### src/shared/fcs_defs.vh
`ifndef FCS_DEFS_VH
`define FCS_DEFS_VH

// Register addresses
`define FCS_ADDR_CTRL        8'h60
`define FCS_ADDR_LIVE        8'h61
`define FCS_ADDR_LATCHED     8'h62
`define FCS_ADDR_IRQ_EN      8'h63
`define FCS_ADDR_TX_CW_A     8'h64
`define FCS_ADDR_TX_CW_B     8'h65
`define FCS_ADDR_RX_CW       8'h66

// Control register fields
`define FCS_CTRL_SEL_LSB     0
`define FCS_CTRL_SEL_MSB     1
`define FCS_CTRL_RX_RESET    2

// Status bit positions (latched and enable share them; live uses bits 0-3, with bit 3 as FIFO empty)
`define FCS_ST_TX_IDLE       0
`define FCS_ST_CODE_DET      1
`define FCS_ST_RX_IDLE       2
`define FCS_ST_FIFO_NE       3
`define FCS_ST_FIFO_OVF      4
`define FCS_ST_WIDTH         5
`define FCS_LIVE_FIFO_EMPTY  3

// Transmit select values
`define FCS_SEL_IDLE         2'h0
`define FCS_SEL_A_ONLY       2'h1
`define FCS_SEL_A_THEN_B     2'h2
`define FCS_SEL_A_CONT       2'h3

// Codeword shape and counts
`define FCS_CW_BITS          6
`define FCS_FRAME_BITS       16
`define FCS_FRAME_LAST       4'hF
`define FCS_FLAG_ONES        8'hFF
`define FCS_REPEAT           4'hA
`define FCS_VALIDATE         2'h3
`define FCS_IDLE_ONES        5'h10
`define FCS_FIFO_DEPTH       4
`define FCS_RESET_ZERO       8'h00

`endif

### src/rtl/fcs_feac_ctrl.v
// How it works
// - Rx idle latch sets on rise, W1C
// - Not-empty latch sets on empty fall, W1C
// - Full FIFO drops codeword, sets overflow latch
// - Overflow latch sets on each overflow, W1C
// - Interrupt drops on master off or when the last enabled term clears
// - Five enables in bits 0-4, reset 0
// - Frame: eight ones, zero, six bits, zero
// - Codeword A bits 0-5, LSB first
// - Codeword B bits 0-5, LSB first
// - Only select field starts transmission
// - Rx register gives six bits, bit0 first
// - Rx idle after 16 ones, cleared on validate
// - Receive FIFO holds four codewords
// - Select 01/10/11/00 sequencing of A and B
`timescale 1ns/100ps
`include "fcs_defs.vh"

module fcs_fifo
#(
  parameter WIDTH = 6,
  parameter DEPTH = 4
)
(
  input  wire             sys_clk_i,
  input  wire             rst_i,
  input  wire             flush_i,
  // Fill side
  input  wire             in_valid_i,
  output wire             in_ready_o,
  input  wire [WIDTH-1:0] in_data_i,
  // Drain side
  output wire             out_valid_o,
  input  wire             out_ready_i,
  output wire [WIDTH-1:0] out_data_o
);
  localparam AW = (DEPTH <= 2) ? 1 : $clog2(DEPTH);

  reg [WIDTH-1:0] mem [0:DEPTH-1];
  reg [AW-1:0]    wr_ptr;
  reg [AW-1:0]    rd_ptr;
  reg [AW:0]      count;
  wire            push;
  wire            pop;

  assign in_ready_o  = (count != DEPTH[AW:0]);
  assign out_valid_o = (count != {(AW+1){1'b0}});
  assign out_data_o  = mem[rd_ptr];
  assign push        = in_valid_i & in_ready_o;
  assign pop         = out_valid_o & out_ready_i;

  always @(posedge sys_clk_i)
  begin
    if (push)
      mem[wr_ptr] <= in_data_i;
  end

  always @(posedge sys_clk_i or posedge rst_i)
  begin
    if (rst_i)
    begin
      wr_ptr <= {AW{1'b0}};
      rd_ptr <= {AW{1'b0}};
      count  <= {(AW+1){1'b0}};
    end
    else if (flush_i)
    begin
      wr_ptr <= {AW{1'b0}};
      rd_ptr <= {AW{1'b0}};
      count  <= {(AW+1){1'b0}};
    end
    else
    begin
      if (push)
        wr_ptr <= (wr_ptr == DEPTH[AW-1:0] - 1'b1) ? {AW{1'b0}}
                                                   : wr_ptr + 1'b1;
      if (pop)
        rd_ptr <= (rd_ptr == DEPTH[AW-1:0] - 1'b1) ? {AW{1'b0}}
                                                   : rd_ptr + 1'b1;
      if (push & ~pop)
        count <= count + 1'b1;
      else if (pop & ~push)
        count <= count - 1'b1;
    end
  end
endmodule

module fcs_feac_ctrl
(
  // Clock and reset
  input  wire       sys_clk_i,
  input  wire       rst_i,
  // Processor port
  input  wire       cpu_cs_i,
  input  wire       cpu_wr_i,
  input  wire       cpu_rd_i,
  input  wire [7:0] cpu_addr_i,
  input  wire [7:0] cpu_wdata_i,
  output reg  [7:0] cpu_rdata_o,
  // Interrupt
  input  wire       alarm_channel_master_irq_en_i,
  output wire       feac_irq_o,
  // FEAC channel bits from the framer
  input  wire       feac_rx_bit_i,
  input  wire       feac_rx_bit_en_i,
  input  wire       feac_tx_bit_req_i,
  output reg        feac_tx_bit_o
);
  localparam TX_IDLE = 1'b0;
  localparam TX_SEND = 1'b1;

  wire wr_en = cpu_cs_i & cpu_wr_i;
  wire rd_en = cpu_cs_i & cpu_rd_i;

  // Software registers
  reg [1:0]                tx_code_select;
  reg                      rx_reset_bit;
  reg [`FCS_ST_WIDTH-1:0]  feac_irq_enable_reg;
  reg [`FCS_CW_BITS-1:0]   tx_code_a_bits;
  reg [`FCS_CW_BITS-1:0]   tx_code_b_bits;
  reg [`FCS_ST_WIDTH-1:0]  feac_latched_status_reg;

  // Live status and edge history
  wire                     tx_idle_live;
  reg                      rx_code_detect_live;
  reg                      rx_idle_live;
  wire                     rx_fifo_empty_live;
  reg [2:0]                live_q;

  // Receiver
  reg [`FCS_FRAME_BITS-1:0] rx_shift;
  reg [4:0]                 rx_ones_cnt;
  reg [`FCS_CW_BITS-1:0]    rx_cand;
  reg [1:0]                 rx_cand_cnt;
  reg [`FCS_CW_BITS-1:0]    rx_valid_cw;
  reg                       rx_push;
  reg [`FCS_CW_BITS-1:0]    rx_push_data;
  wire                      fifo_in_ready;
  wire                      fifo_out_valid;
  wire [`FCS_CW_BITS-1:0]   rx_code_bits;
  wire                      rx_flush;
  wire                      overflow_evt;
  wire                      rx_pop;

  // Transmitter
  reg                       tx_state;
  reg [1:0]                 tx_mode;
  reg [3:0]                 tx_bit_idx;
  reg [3:0]                 tx_cw_cnt;
  reg                       tx_phase_b;
  reg                       tx_armed;
  wire [`FCS_CW_BITS-1:0]   tx_cw;
  wire [`FCS_FRAME_BITS-1:0] tx_frame;
  wire [3:0]                tx_cw_next;

  // Latch sets and clears
  wire [`FCS_ST_WIDTH-1:0] lat_set;
  wire [`FCS_ST_WIDTH-1:0] lat_clr;
  wire [`FCS_ST_WIDTH-1:0] next_latched;

  // Receive shift and match; newest bit enters at the top
  wire [`FCS_FRAME_BITS-1:0] rx_shift_n = {feac_rx_bit_i, rx_shift[15:1]};
  wire rx_match = (rx_shift_n[7:0] == `FCS_FLAG_ONES) & ~rx_shift_n[8]
                  & ~rx_shift_n[15];
  wire [`FCS_CW_BITS-1:0] rx_data = rx_shift_n[14:9];
  wire rx_same = (rx_data == rx_cand);
  wire rx_validate = feac_rx_bit_en_i & rx_match & rx_same
                     & (rx_cand_cnt == `FCS_VALIDATE - 2'h1)
                     & ~(rx_code_detect_live & (rx_data == rx_valid_cw));

  // Rx reset acts on its rising edge only
  reg rx_reset_q;
  assign rx_flush = rx_reset_bit & ~rx_reset_q;

  always @(posedge sys_clk_i or posedge rst_i)
  begin
    if (rst_i)
    begin
      rx_shift            <= {`FCS_FRAME_BITS{1'b0}};
      rx_ones_cnt         <= 5'h00;
      rx_cand             <= {`FCS_CW_BITS{1'b0}};
      rx_cand_cnt         <= 2'h0;
      rx_valid_cw         <= {`FCS_CW_BITS{1'b0}};
      rx_code_detect_live <= 1'b0;
      rx_idle_live        <= 1'b0;
      rx_push             <= 1'b0;
      rx_push_data        <= {`FCS_CW_BITS{1'b0}};
      rx_reset_q          <= 1'b0;
    end
    else
    begin
      rx_reset_q <= rx_reset_bit;
      rx_push    <= rx_validate;
      if (rx_validate)
        rx_push_data <= rx_data;
      if (rx_flush)
      begin
        rx_shift            <= {`FCS_FRAME_BITS{1'b0}};
        rx_ones_cnt         <= 5'h00;
        rx_cand_cnt         <= 2'h0;
        rx_code_detect_live <= 1'b0;
        rx_idle_live        <= 1'b0;
      end
      else if (feac_rx_bit_en_i)
      begin
        rx_shift <= rx_shift_n;
        if (!feac_rx_bit_i)
          rx_ones_cnt <= 5'h00;
        else if (rx_ones_cnt != `FCS_IDLE_ONES)
          rx_ones_cnt <= rx_ones_cnt + 5'h01;
        if (feac_rx_bit_i && rx_ones_cnt == `FCS_IDLE_ONES - 5'h01)
          rx_idle_live <= 1'b1;
        if (rx_match)
        begin
          if (!rx_same)
          begin
            rx_cand     <= rx_data;
            rx_cand_cnt <= 2'h1;
          end
          else if (rx_cand_cnt != `FCS_VALIDATE)
            rx_cand_cnt <= rx_cand_cnt + 2'h1;
          // A different codeword seen twice ends the detect
          if (rx_code_detect_live && rx_same && rx_cand_cnt == 2'h1
              && rx_data != rx_valid_cw)
            rx_code_detect_live <= 1'b0;
          if (rx_validate)
          begin
            rx_valid_cw         <= rx_data;
            rx_code_detect_live <= 1'b1;
            rx_idle_live        <= 1'b0;
          end
        end
      end
    end
  end

  // Full FIFO refuses the write; the codeword is dropped
  assign overflow_evt = rx_push & ~fifo_in_ready;
  assign rx_pop = rd_en & (cpu_addr_i == `FCS_ADDR_RX_CW);

  fcs_fifo
  #(
    .WIDTH (`FCS_CW_BITS),
    .DEPTH (`FCS_FIFO_DEPTH)
  )
  u_rx_fifo
  (
    .sys_clk_i   (sys_clk_i),
    .rst_i       (rst_i),
    .flush_i     (rx_flush),
    .in_valid_i  (rx_push),
    .in_ready_o  (fifo_in_ready),
    .in_data_i   (rx_push_data),
    .out_valid_o (fifo_out_valid),
    .out_ready_i (rx_pop),
    .out_data_o  (rx_code_bits)
  );

  assign rx_fifo_empty_live = ~fifo_out_valid;

  // Transmit sequencer
  assign tx_idle_live = (tx_state == TX_IDLE);
  assign tx_cw        = tx_phase_b ? tx_code_b_bits : tx_code_a_bits;
  assign tx_frame     = {1'b0, tx_cw, 1'b0, `FCS_FLAG_ONES};
  assign tx_cw_next   = tx_cw_cnt + 4'h1;

  always @(posedge sys_clk_i or posedge rst_i)
  begin
    if (rst_i)
    begin
      tx_state      <= TX_IDLE;
      tx_mode       <= `FCS_SEL_IDLE;
      tx_bit_idx    <= 4'h0;
      tx_cw_cnt     <= 4'h0;
      tx_phase_b    <= 1'b0;
      tx_armed      <= 1'b1;
      feac_tx_bit_o <= 1'b1;
    end
    else
    begin
      // A new action needs the select parked at idle first
      if (tx_code_select == `FCS_SEL_IDLE)
        tx_armed <= 1'b1;
      case (tx_state)
        TX_IDLE:
        begin
          if (feac_tx_bit_req_i)
            feac_tx_bit_o <= 1'b1;
          if (tx_armed && tx_code_select != `FCS_SEL_IDLE)
          begin
            tx_state   <= TX_SEND;
            tx_mode    <= tx_code_select;
            tx_bit_idx <= 4'h0;
            tx_cw_cnt  <= 4'h0;
            tx_phase_b <= 1'b0;
            tx_armed   <= 1'b0;
          end
        end
        TX_SEND:
        begin
          if (feac_tx_bit_req_i)
          begin
            feac_tx_bit_o <= tx_frame[tx_bit_idx];
            tx_bit_idx    <= tx_bit_idx + 4'h1;
            if (tx_bit_idx == `FCS_FRAME_LAST)
            begin
              tx_cw_cnt <= (tx_cw_next > `FCS_REPEAT) ? `FCS_REPEAT
                                                       : tx_cw_next;
              case (tx_mode)
                `FCS_SEL_A_ONLY:
                begin
                  if (tx_cw_next == `FCS_REPEAT)
                    tx_state <= TX_IDLE;
                end
                `FCS_SEL_A_THEN_B:
                begin
                  if (tx_cw_next == `FCS_REPEAT)
                  begin
                    tx_cw_cnt  <= 4'h0;
                    tx_phase_b <= 1'b1;
                    if (tx_phase_b)
                      tx_state <= TX_IDLE;
                  end
                end
                default:
                begin
                  if (tx_code_select == `FCS_SEL_IDLE
                      && tx_cw_next >= `FCS_REPEAT)
                    tx_state <= TX_IDLE;
                end
              endcase
            end
          end
        end
        default:
          tx_state <= TX_IDLE;
      endcase
    end
  end

  // Edge history of the live bits feeding latches
  always @(posedge sys_clk_i or posedge rst_i)
  begin
    if (rst_i)
      live_q <= 3'h5; // tx idle and fifo empty at rest
    else
      live_q <= {rx_fifo_empty_live, rx_idle_live, tx_idle_live};
  end

  assign lat_set[`FCS_ST_TX_IDLE]  = tx_idle_live & ~live_q[0];
  assign lat_set[`FCS_ST_CODE_DET] = rx_validate;
  assign lat_set[`FCS_ST_RX_IDLE]  = rx_idle_live & ~live_q[1];
  assign lat_set[`FCS_ST_FIFO_NE]  = ~rx_fifo_empty_live & live_q[2];
  assign lat_set[`FCS_ST_FIFO_OVF] = overflow_evt;

  assign lat_clr = (wr_en && cpu_addr_i == `FCS_ADDR_LATCHED)
                   ? cpu_wdata_i[`FCS_ST_WIDTH-1:0]
                   : {`FCS_ST_WIDTH{1'b0}};

  // A set in the clearing cycle survives the clear
  assign next_latched = (feac_latched_status_reg & ~lat_clr) | lat_set;

  // Register writes
  always @(posedge sys_clk_i or posedge rst_i)
  begin
    if (rst_i)
    begin
      tx_code_select          <= `FCS_SEL_IDLE;
      rx_reset_bit            <= 1'b0;
      feac_irq_enable_reg     <= {`FCS_ST_WIDTH{1'b0}};
      tx_code_a_bits          <= {`FCS_CW_BITS{1'b0}};
      tx_code_b_bits          <= {`FCS_CW_BITS{1'b0}};
      feac_latched_status_reg <= {`FCS_ST_WIDTH{1'b0}};
    end
    else
    begin
      feac_latched_status_reg <= next_latched;
      if (wr_en)
      begin
        case (cpu_addr_i)
          `FCS_ADDR_CTRL:
          begin
            tx_code_select <= cpu_wdata_i[`FCS_CTRL_SEL_MSB:`FCS_CTRL_SEL_LSB];
            rx_reset_bit   <= cpu_wdata_i[`FCS_CTRL_RX_RESET];
          end
          `FCS_ADDR_IRQ_EN:
            feac_irq_enable_reg <= cpu_wdata_i[`FCS_ST_WIDTH-1:0];
          // Rewriting mid-send changes the word on air
          `FCS_ADDR_TX_CW_A:
            tx_code_a_bits <= cpu_wdata_i[`FCS_CW_BITS-1:0];
          `FCS_ADDR_TX_CW_B:
            tx_code_b_bits <= cpu_wdata_i[`FCS_CW_BITS-1:0];
          default:
            tx_code_select <= tx_code_select;
        endcase
      end
    end
  end

  // Register reads, one cycle after the strobe
  always @(posedge sys_clk_i or posedge rst_i)
  begin
    if (rst_i)
      cpu_rdata_o <= `FCS_RESET_ZERO;
    else if (rd_en)
    begin
      case (cpu_addr_i)
        `FCS_ADDR_CTRL:
          cpu_rdata_o <= {5'h00, rx_reset_bit, tx_code_select};
        `FCS_ADDR_LIVE:
          cpu_rdata_o <= {4'h0, rx_fifo_empty_live, rx_idle_live,
                          rx_code_detect_live, tx_idle_live};
        `FCS_ADDR_LATCHED:
          cpu_rdata_o <= {3'h0, feac_latched_status_reg};
        `FCS_ADDR_IRQ_EN:
          cpu_rdata_o <= {3'h0, feac_irq_enable_reg};
        `FCS_ADDR_TX_CW_A:
          cpu_rdata_o <= {2'h0, tx_code_a_bits};
        `FCS_ADDR_TX_CW_B:
          cpu_rdata_o <= {2'h0, tx_code_b_bits};
        `FCS_ADDR_RX_CW:
          cpu_rdata_o <= fifo_out_valid ? {2'h0, rx_code_bits}
                                        : `FCS_RESET_ZERO;
        default:
          cpu_rdata_o <= `FCS_RESET_ZERO;
      endcase
    end
  end

  // Combinational, so it drops at once when the last enabled term clears
  assign feac_irq_o = alarm_channel_master_irq_en_i
                      & |(feac_latched_status_reg & feac_irq_enable_reg);
endmodule

### config.mk
export PLATFORM = sky130hd
export DESIGN_NAME = fcs_feac_ctrl
export DESIGN_NICKNAME = d
export VERILOG_FILES = /design/src/rtl/fcs_feac_ctrl.v
export VERILOG_INCLUDE_DIRS = /design/src /design/src/shared
export SDC_FILE = /design/constraint.sdc
export NUM_CORES = 1
export LEC_CHECK = 0
export ABC_AREA = 1
export ABC_CLOCK_PERIOD_IN_PS = 3290
export BUFFER_PORTS_ARGS = -buffer_cell sky130_fd_sc_hd__buf_4
export CORE_MARGIN = 10
export CORE_UTILIZATION = 40
export CTS_CLUSTER_SIZE = 8
export DETAILED_ROUTE_END_ITERATION = 16
export SYNTH_ARGS = -nofsm -noshare
export SYNTH_HDL_FRONTEND = slang
export SYNTH_SLANG_ARGS = --single-unit
export TNS_END_PERCENT = 30
### constraint.sdc
create_clock -name sys_clk_i -period 3.29 [get_ports sys_clk_i]
set_input_delay 0.1645 -clock sys_clk_i [delete_from_list [all_inputs] [get_ports sys_clk_i]]
set_output_delay 0.1645 -clock sys_clk_i [all_outputs]
set_load 0.02 [all_outputs]
==> results by group, run 1 <==
Detailed routing
  • Total wire length: 14,000 um
  • Drt drc: 0
  • Vias per cell: 5.09
  • Number of vias in the routed layout: slightly below 5,000
  • Violation count after the first detailed-routing iteration: 454
  • Count of nets left with antenna violations after detail routing: 0
  • Iteration count of the initial detailed-routing pass: 5
  • Per-cell routed wire length: 14.4 um

Clock network
  • Deepest level of the CTS H-tree: 4
  • Clock buffers created by TritonCTS: 17
  • Number of clock sinks: 123
  • CTS tree: built
  • Number of buffers added for setup after CTS: 0
  • Root buffer cell: sky130_fd_sc_hd__clkbuf_16
  • Number of hold-repair buffers added at the cts stage: 1
  • Worst skew pair latency: between 0.4 and 0.5 ns
  • Post-CTS Resized: 0
  • Deepest clock path buffer count: 2
  • Clock transition at the registers of the reported paths: roughly 0.06 ns

Yosys
  • Mean cell area of the mapped netlist: 8.37 um2
  • Number of standard cells after synthesis: 736
  • Flip-flop and latch count after synthesis: ~120
  • Summed instance area of the synthesized netlist: 0.00616 mm2
  • Synth warn: 0
  • Sequential cell area fraction in the yosys report: 0.520
  • Count of unique library cells instantiated by Yosys: 44

Layout
  • Number of inserted diodes: 0
  • Area added between synthesis and finish: 16.1%
  • Fin nets: 816
  • Share of cells above drive strength 1: 0.135
  • Registers with the most flip-flops: u_rx_fifo.mem: 24 flops, rx_shift: 15 flops
  • Max reg flops: 24
  • Final standard cell utilization of the core: 0.472
  • Register bank with the most flops: u_rx_fifo.mem

Worst setup path
  • Largest fanout of any net on the critical path: 23
  • Crit Path Class: reg -> reg
  • Crit-path max cell delay: 0.56 ns
  • Critical Path Slowest Stage Cell: sky130_fd_sc_hd__inv_1
  • Top cell by count, worst path: sky130_fd_sc_hd__inv_1
  • Endpoint kind of the worst setup timing path: flip-flop
  • Startpoint type of the worst setup path: flip-flop
  • CP required: 3.58 ns
  • Arrival @ worst endpoint: 2.63 ns
  • Worst path cell trace: inv_1 > nor2_2 > inv_1 > nand2_2 > o21ai_1 > inv_1 > nand2_1 > nand2_1 > o21ai_0 > nor2_1

Floorplanning
  • Core ar.: 0.0151 mm2
  • Number of placement rows: 45
  • Die boundary width: 144 um
  • # IOs: 35
  • Die height: roughly 140 um
  • Total Die Area: roughly 0.021 mm2
  • Initial standard-cell utilization of the core: 0.407

Global routing
  • Overflow left after global routing: 0
  • Vias in the first global route: around 4,800
  • Combined global-route utilization of all metal layers: 0.145
  • Initial antenna violation count: 0
  • Global-route wire length before repair: ~24,000 um
  • Maximum number of pins on one net before global-route repair: 58

Run
  • Number of max-cap violations: 0

Place
  • Final weighted congestion in routability-driven placement: 0.884
  • Detailed placement HPWL: 10,300 um
  • Count of buffers from port buffering: 30

Timing
  • Final Hold Vio Count: 0
  • Max Clock Freq: around 430 MHz
  • Final period demand of the worst path: 2.34 ns
  • Number of max-slew violations in the final report: 0
  • Worst-case headroom to the max-slew limit: 0.505
  • Final Skew: 0.00847 ns
  • Total negative setup slack: 0 ns
  • Setup repair after global routing missed its margin: no
  • Period utilization: 0.712
  • Finish-stage setup viols: 0
  • Worst slew pin tran: 0.741 ns

Hold path
  • Hold WC Path Type: in -> reg

Power
  • Total power density per cell area: 601 mW/mm2
  • Peak supply drop: 0.370 mV
  • Total design power: 4300 uW
  • Static Leak: 0.00335 uW

Status
  • Result of the run: complete, no violations
## routing by layer
layer,global-route usage,wire (um)
met5,0,0
met3,0.0439,799
met4,0.0446,153
met1,0.191,6590
met2,0.224,6480
## final timing paths
check | from | end | slack (ns) | cells past startpoint
setup / recovery | rx_reset_bit | rx_ones_cnt[2] | 0.95 | 10
hold / removal | feac_tx_bit_req_i | feac_tx_bit_o | 0.02 | 3
setup reg to reg | rx_reset_bit | rx_ones_cnt[2] | 0.95 | 10
hold reg to reg | rx_reset_bit | rx_reset_q | 0.41 | 0
max in group asynchronous | rst_i | feac_tx_bit_o | 2.05 | 4
min in group asynchronous | rst_i | tx_cw_cnt[2] | 0.43 | 3
## area by class of cell
class	count	area (um2)
Fill cell	1462	8000
Sequential cell	123	3200
Multi-Input combinational cell	494	2490
Clock buffer	17	425
Inverter	105	397
Timing Repair Buffer	33	250
Tap cell	188	235
Clock inverter	15	151
## synthesized netlist by cell type (all sizes together)
cell type | number | area (um2)
a21oi | 7 | 35.0
a22o | 1 | 8.76
and3 | 1 | 6.26
buf | 10 | 58.8
clkbuf | 5 | 18.8
conb | 1 | 3.75
dfrtp | 95 | 2380
dfstp | 4 | 105
edfxtp | 24 | 721
fa | 1 | 20.0
ha | 16 | 200
inv | 105 | 394
nand2 | 214 | 808
nand3 | 52 | 300
nand3b | 1 | 7.51
nand4 | 22 | 144
nor2 | 65 | 277
nor3 | 7 | 61.3
nor3b | 2 | 15.0
nor4 | 1 | 6.26
o2111ai | 1 | 8.76
o211ai | 1 | 7.51
o21a | 1 | 7.51
o21ai | 73 | 388
o21bai | 2 | 15.0
o22ai | 17 | 106
o41ai | 1 | 8.76
or2 | 1 | 6.26
xnor2 | 3 | 26.3
xor2 | 2 | 17.5
## where the power goes
part           internal (uW)  switching (uW)
Combinational            235             427
Sequential              1690             153
Clock                   1110             686
## cells by family (layout without fill, tap and decap cells)
kind of cell,count (synthesis),after routing,share of synthesized area
flip-flops,123,123,0.520
adder cells (fa/ha/maj),17,17,0.0358
AND/OR/NAND/NOR,366,366,0.265
XOR/XNOR,5,5,0.00711
buffers and inverters,120,170,0.0766
AO/OA/AOI/OAI,104,104,0.0951
other,1,2,0.000609
## per-stage QoR
step	cells	cell area, um2	hold slack, ns	setup slack (ns)
floorplan	737	6160	0.298	0.542
global placement	942	6560	0.326	1.07
detailed placement	942	6560	0.337	0.956
CTS	975	7150	0.000289	0.950
global route	975	7150	0.0384	0.656
finish	975	7150	0.0203	0.949
## cells in the final DEF, fill, tap and decap left out, types with 3 or more instances in the layout
| master | count |
|---|---|
| sky130_fd_sc_hd__inv_1 | 94 |
| sky130_fd_sc_hd__nor3_1 | 3 |
| sky130_fd_sc_hd__o21ai_2 | 6 |
| sky130_fd_sc_hd__dfstp_2 | 4 |
| sky130_fd_sc_hd__xnor2_1 | 3 |
| sky130_fd_sc_hd__nor3_2 | 3 |
| sky130_fd_sc_hd__o21ai_1 | 8 |
| sky130_fd_sc_hd__edfxtp_1 | 24 |
| sky130_fd_sc_hd__ha_1 | 16 |
| sky130_fd_sc_hd__a21oi_1 | 7 |
| sky130_fd_sc_hd__o22ai_1 | 17 |
| sky130_fd_sc_hd__nand3_2 | 3 |
| sky130_fd_sc_hd__nor2_2 | 7 |
| sky130_fd_sc_hd__inv_2 | 10 |
| sky130_fd_sc_hd__nor2_1 | 56 |
| sky130_fd_sc_hd__nand2_1 | 212 |
| sky130_fd_sc_hd__nand4_1 | 21 |
| sky130_fd_sc_hd__clkinv_2 | 4 |
| sky130_fd_sc_hd__clkbuf_16 | 17 |
| sky130_fd_sc_hd__clkinv_4 | 5 |
| sky130_fd_sc_hd__buf_4 | 32 |
| sky130_fd_sc_hd__dfrtp_1 | 95 |
| sky130_fd_sc_hd__o21ai_0 | 59 |
| sky130_fd_sc_hd__nand3_1 | 47 |
## worst max-delay path: cells and delay by family, from the launching register on
| family | cells | cell delay [ns] |
|---|---|---|
| compound gates | 2 | 0.38 |
| buf+inv | 3 | 0.78 |
| flops | 1 | 0.39 |
| simple gates | 5 | 0.66 |
No activity file was read; power rests on OpenSTA's default activity.
==> run 2, diff against run 1 <==
--- a/config.mk
+++ b/config.mk
@@ -7,7 +7,7 @@
 export NUM_CORES = 1
 export LEC_CHECK = 0
 export ABC_AREA = 1
-export ABC_CLOCK_PERIOD_IN_PS = 3290
+export ABC_CLOCK_PERIOD_IN_PS = 1960
 export BUFFER_PORTS_ARGS = -buffer_cell sky130_fd_sc_hd__buf_4
 export CORE_MARGIN = 10
 export CORE_UTILIZATION = 40
==> constraint.sdc (replaced) <==
create_clock -name sys_clk_i -period 1.96 [get_ports sys_clk_i]
set_input_delay 0.098 -clock sys_clk_i [delete_from_list [all_inputs] [get_ports sys_clk_i]]
set_output_delay 0.098 -clock sys_clk_i [all_outputs]
set_load 0.02 [all_outputs]
==> run 2 against run 1 <==
Flip-flop and latch count did not move; global-route usage rose by 0.52 points; combinational power rose by 80%; final area rose by 3.3%; setup slack got worse by 0.86 ns; cell count rose by 2.5%; register-to-register slack got worse by 0.86 ns; clock power rose by 78%; non-clock buffer count rose by 24; die area did not move; critical path type unchanged; critical endpoint is now u_rx_fifo.count[1]; largest cell class unchanged.
==> results by group, run 2 (synthesis results as in run 1) <==
Status
  • Result of the run: complete, no violations

Clock network
  • Deepest level of the CTS H-tree: 4
  • Clock transition at the registers of the reported paths: about 0.05 ns
  • Deepest clock path buffer count: 2
  • Clock buffers created by TritonCTS: 17
  • Worst skew pair latency: between 0.4 and 0.5 ns
  • CTS tree: built
  • Root buffer cell: sky130_fd_sc_hd__clkbuf_16
  • Number of clock sinks: about 120

Layout
  • Register bank with the most flops: u_rx_fifo.mem
  • Area added between synthesis and finish: 19.9%
  • Filler instances: 1,443
  • Registers with the most flip-flops: u_rx_fifo.mem: 24 flops, rx_shift: 15 flops
  • Most used cells in the layout excluding fill and tap cells: sky130_fd_sc_hd__nand2_1 (212), sky130_fd_sc_hd__dfrtp_1 (95), sky130_fd_sc_hd__inv_1 (93), sky130_fd_sc_hd__o21ai_0 (59), sky130_fd_sc_hd__nor2_1 (56)
  • Number of inserted diodes: 0
  • Max reg flops: 24
  • Share of cells above drive strength 1: 0.155
  • Fin nets: 840
  • Final standard cell utilization of the core: 0.487
  • Most common library cell in the layout ignoring fill and taps: sky130_fd_sc_hd__nand2_1

Timing
  • Number of max-slew violations in the final report: 0
  • Final Skew: 0.00855 ns
  • Final Hold Vio Count: 0
  • Finish-stage setup viols: 0
  • Worst slew pin tran: roughly 0.55 ns
  • Worst-case headroom to the max-slew limit: 0.633
  • Period utilization: 0.956
  • Max Clock Freq: 534 MHz
  • Final period demand of the worst path: 1.87 ns
  • Minimum hold slack: 0.0121 ns

Global routing
  • Initial antenna violation count: 0
  • Overflow left after global routing: 0
  • Global-route wire length before repair: 24,500 um
  • Combined global-route utilization of all metal layers: 0.150
  • Vias in the first global route: 5,006
  • Maximum number of pins on one net before global-route repair: 100

Worst setup path
  • Startpoint of the worst register-to-register path: u_rx_fifo.count[0]
  • Endpoint kind of the worst setup timing path: flip-flop
  • Setup slack, reg-to-reg: 0.09 ns
  • End of the worst register-to-register path: u_rx_fifo.count[1]
  • Crit path capture: u_rx_fifo.count[1]
  • CP required: 2.30 ns
  • Critical Path Slowest Stage Cell: sky130_fd_sc_hd__fa_1
  • Startpoint type of the worst setup path: flip-flop
  • Launching element of the worst setup path: u_rx_fifo.count[0]
  • Buf+Inv Stages, Crit Path: 3
  • Worst path cell trace: inv_1 > nand3_1 > nand2_1 > inv_1 > nand2_1 > inv_2 > fa_1 > or2_2 > o21ai_2
  • Arrival @ worst endpoint: 2.22 ns
  • Crit Path Class: reg -> reg
  • FF-to-FF path depth: 9
  • Largest fanout of any net on the critical path: 3
  • Crit-path max cell delay: 0.42 ns
  • Critical path depth: 9
  • CP top delay family: simple AND/OR/NAND/NOR gates

Place
  • Final weighted congestion in routability-driven placement: 0.874
  • Detailed placement HPWL: 10,400 um
  • Count of buffers from port buffering: 30

Power
  • Total power density per cell area: 1010 mW/mm2
  • Static Leak: 0.00347 uW
  • Peak supply drop: 0.906 mV
  • Total design power: 7460 uW

Run
  • Number of max-cap violations: 0

Detailed routing
  • Drt drc: 0
  • Count of nets left with antenna violations after detail routing: 0
  • Vias per cell: between 5 and 6
  • Violation count after the first detailed-routing iteration: 352
  • Total wire length: 14,600 um
  • Number of vias in the routed layout: 5,043
  • Iteration count of the initial detailed-routing pass: 5
  • Per-cell routed wire length: approximately 15 um

Floorplanning
  • Initial standard-cell utilization of the core: 0.407
  • Number of placement rows: 45
  • Core ar.: 0.0151 mm2
  • Die height: roughly 140 um
  • Die boundary width: ~140 um
  • Total Die Area: about 0.021 mm2
  • # IOs: 35

Hold path
  • Hold WC Path Type: in -> reg
run 2: worst min-delay path by stage:
| stage | endpoint | slack, ns | cells after the start | startpoint |
|---|---|---|---|---|
| after floorplan | feac_tx_bit_o | 0.23 | 2 | feac_tx_bit_req_i |
| after global placement | cpu_rdata_o[3] | 0.30 | 3 | rst_i |
| after detailed placement | cpu_rdata_o[3] | 0.30 | 3 | rst_i |
| after CTS | tx_code_a_bits[3] | 0.003 | 3 | cpu_wdata_i[3] |
| after global routing | tx_code_a_bits[3] | 0.02 | 3 | cpu_wdata_i[3] |
| final | tx_code_a_bits[3] | 0.01 | 3 | cpu_wdata_i[3] |
run 2: final cells by class:
type | instances | area [um2] | share of cell area
Tap cell | 188 | 235 | 0.0319
Clock inverter | 14 | 178 | 0.0241
Sequential cell | 123 | 3200 | 0.434
Inverter | 105 | 398 | 0.0539
Multi-Input combinational cell | 494 | 2490 | 0.338
Timing Repair Buffer | 57 | 448 | 0.0607
Clock buffer | 18 | 429 | 0.0581
run 2: through the flow:
stage          cell area (um2)  setup WS (ns)  setup TNS (ns)  cells
5_1_grt                   7380       -0.00257        -0.00257    999
3_5_place_dp              6720          0.103               0    961
6_report                  7380         0.0864               0    999
3_3_place_gp              6720          0.157               0    961
4_1_cts                   7360         0.0939               0    996
2_1_floorplan             6170         0.0559               0    737
run 2: what timing repair did:
item                                    in CTS  in global routing
hold buffers                                 3                  0
resized for setup                            0                  2
endpoints found under the hold margin       98                  0
endpoints found under the setup margin       0                  1
setup buffers                                0                  3
run 2: routing by layer:
metal  GRT usage  vias to the layer above  part of all wire
li1            -                     2512                 -
met1       0.193                     2410              0.46
met2       0.237                      105              0.47
met3      0.0380                       16             0.053
met4      0.0580                        0             0.015
met5           0                        -                 0
run 2: where the power goes:
part | leakage [uW] | total [uW] | internal [uW] | switching [uW]
registers | 0.00147 | 3050 | 2830 | 219
logic | 0.00172 | 1190 | 421 | 771
clock network | 0.000290 | 3210 | 2100 | 1110
total | 0.00347 | 7460 | 5360 | 2100
run 2: worst min-delay path, cell delays in order:
cell and delay, ns:
sky130_fd_sc_hd__buf_4 0.08, sky130_fd_sc_hd__inv_1 0.08, sky130_fd_sc_hd__o21ai_1 0.14
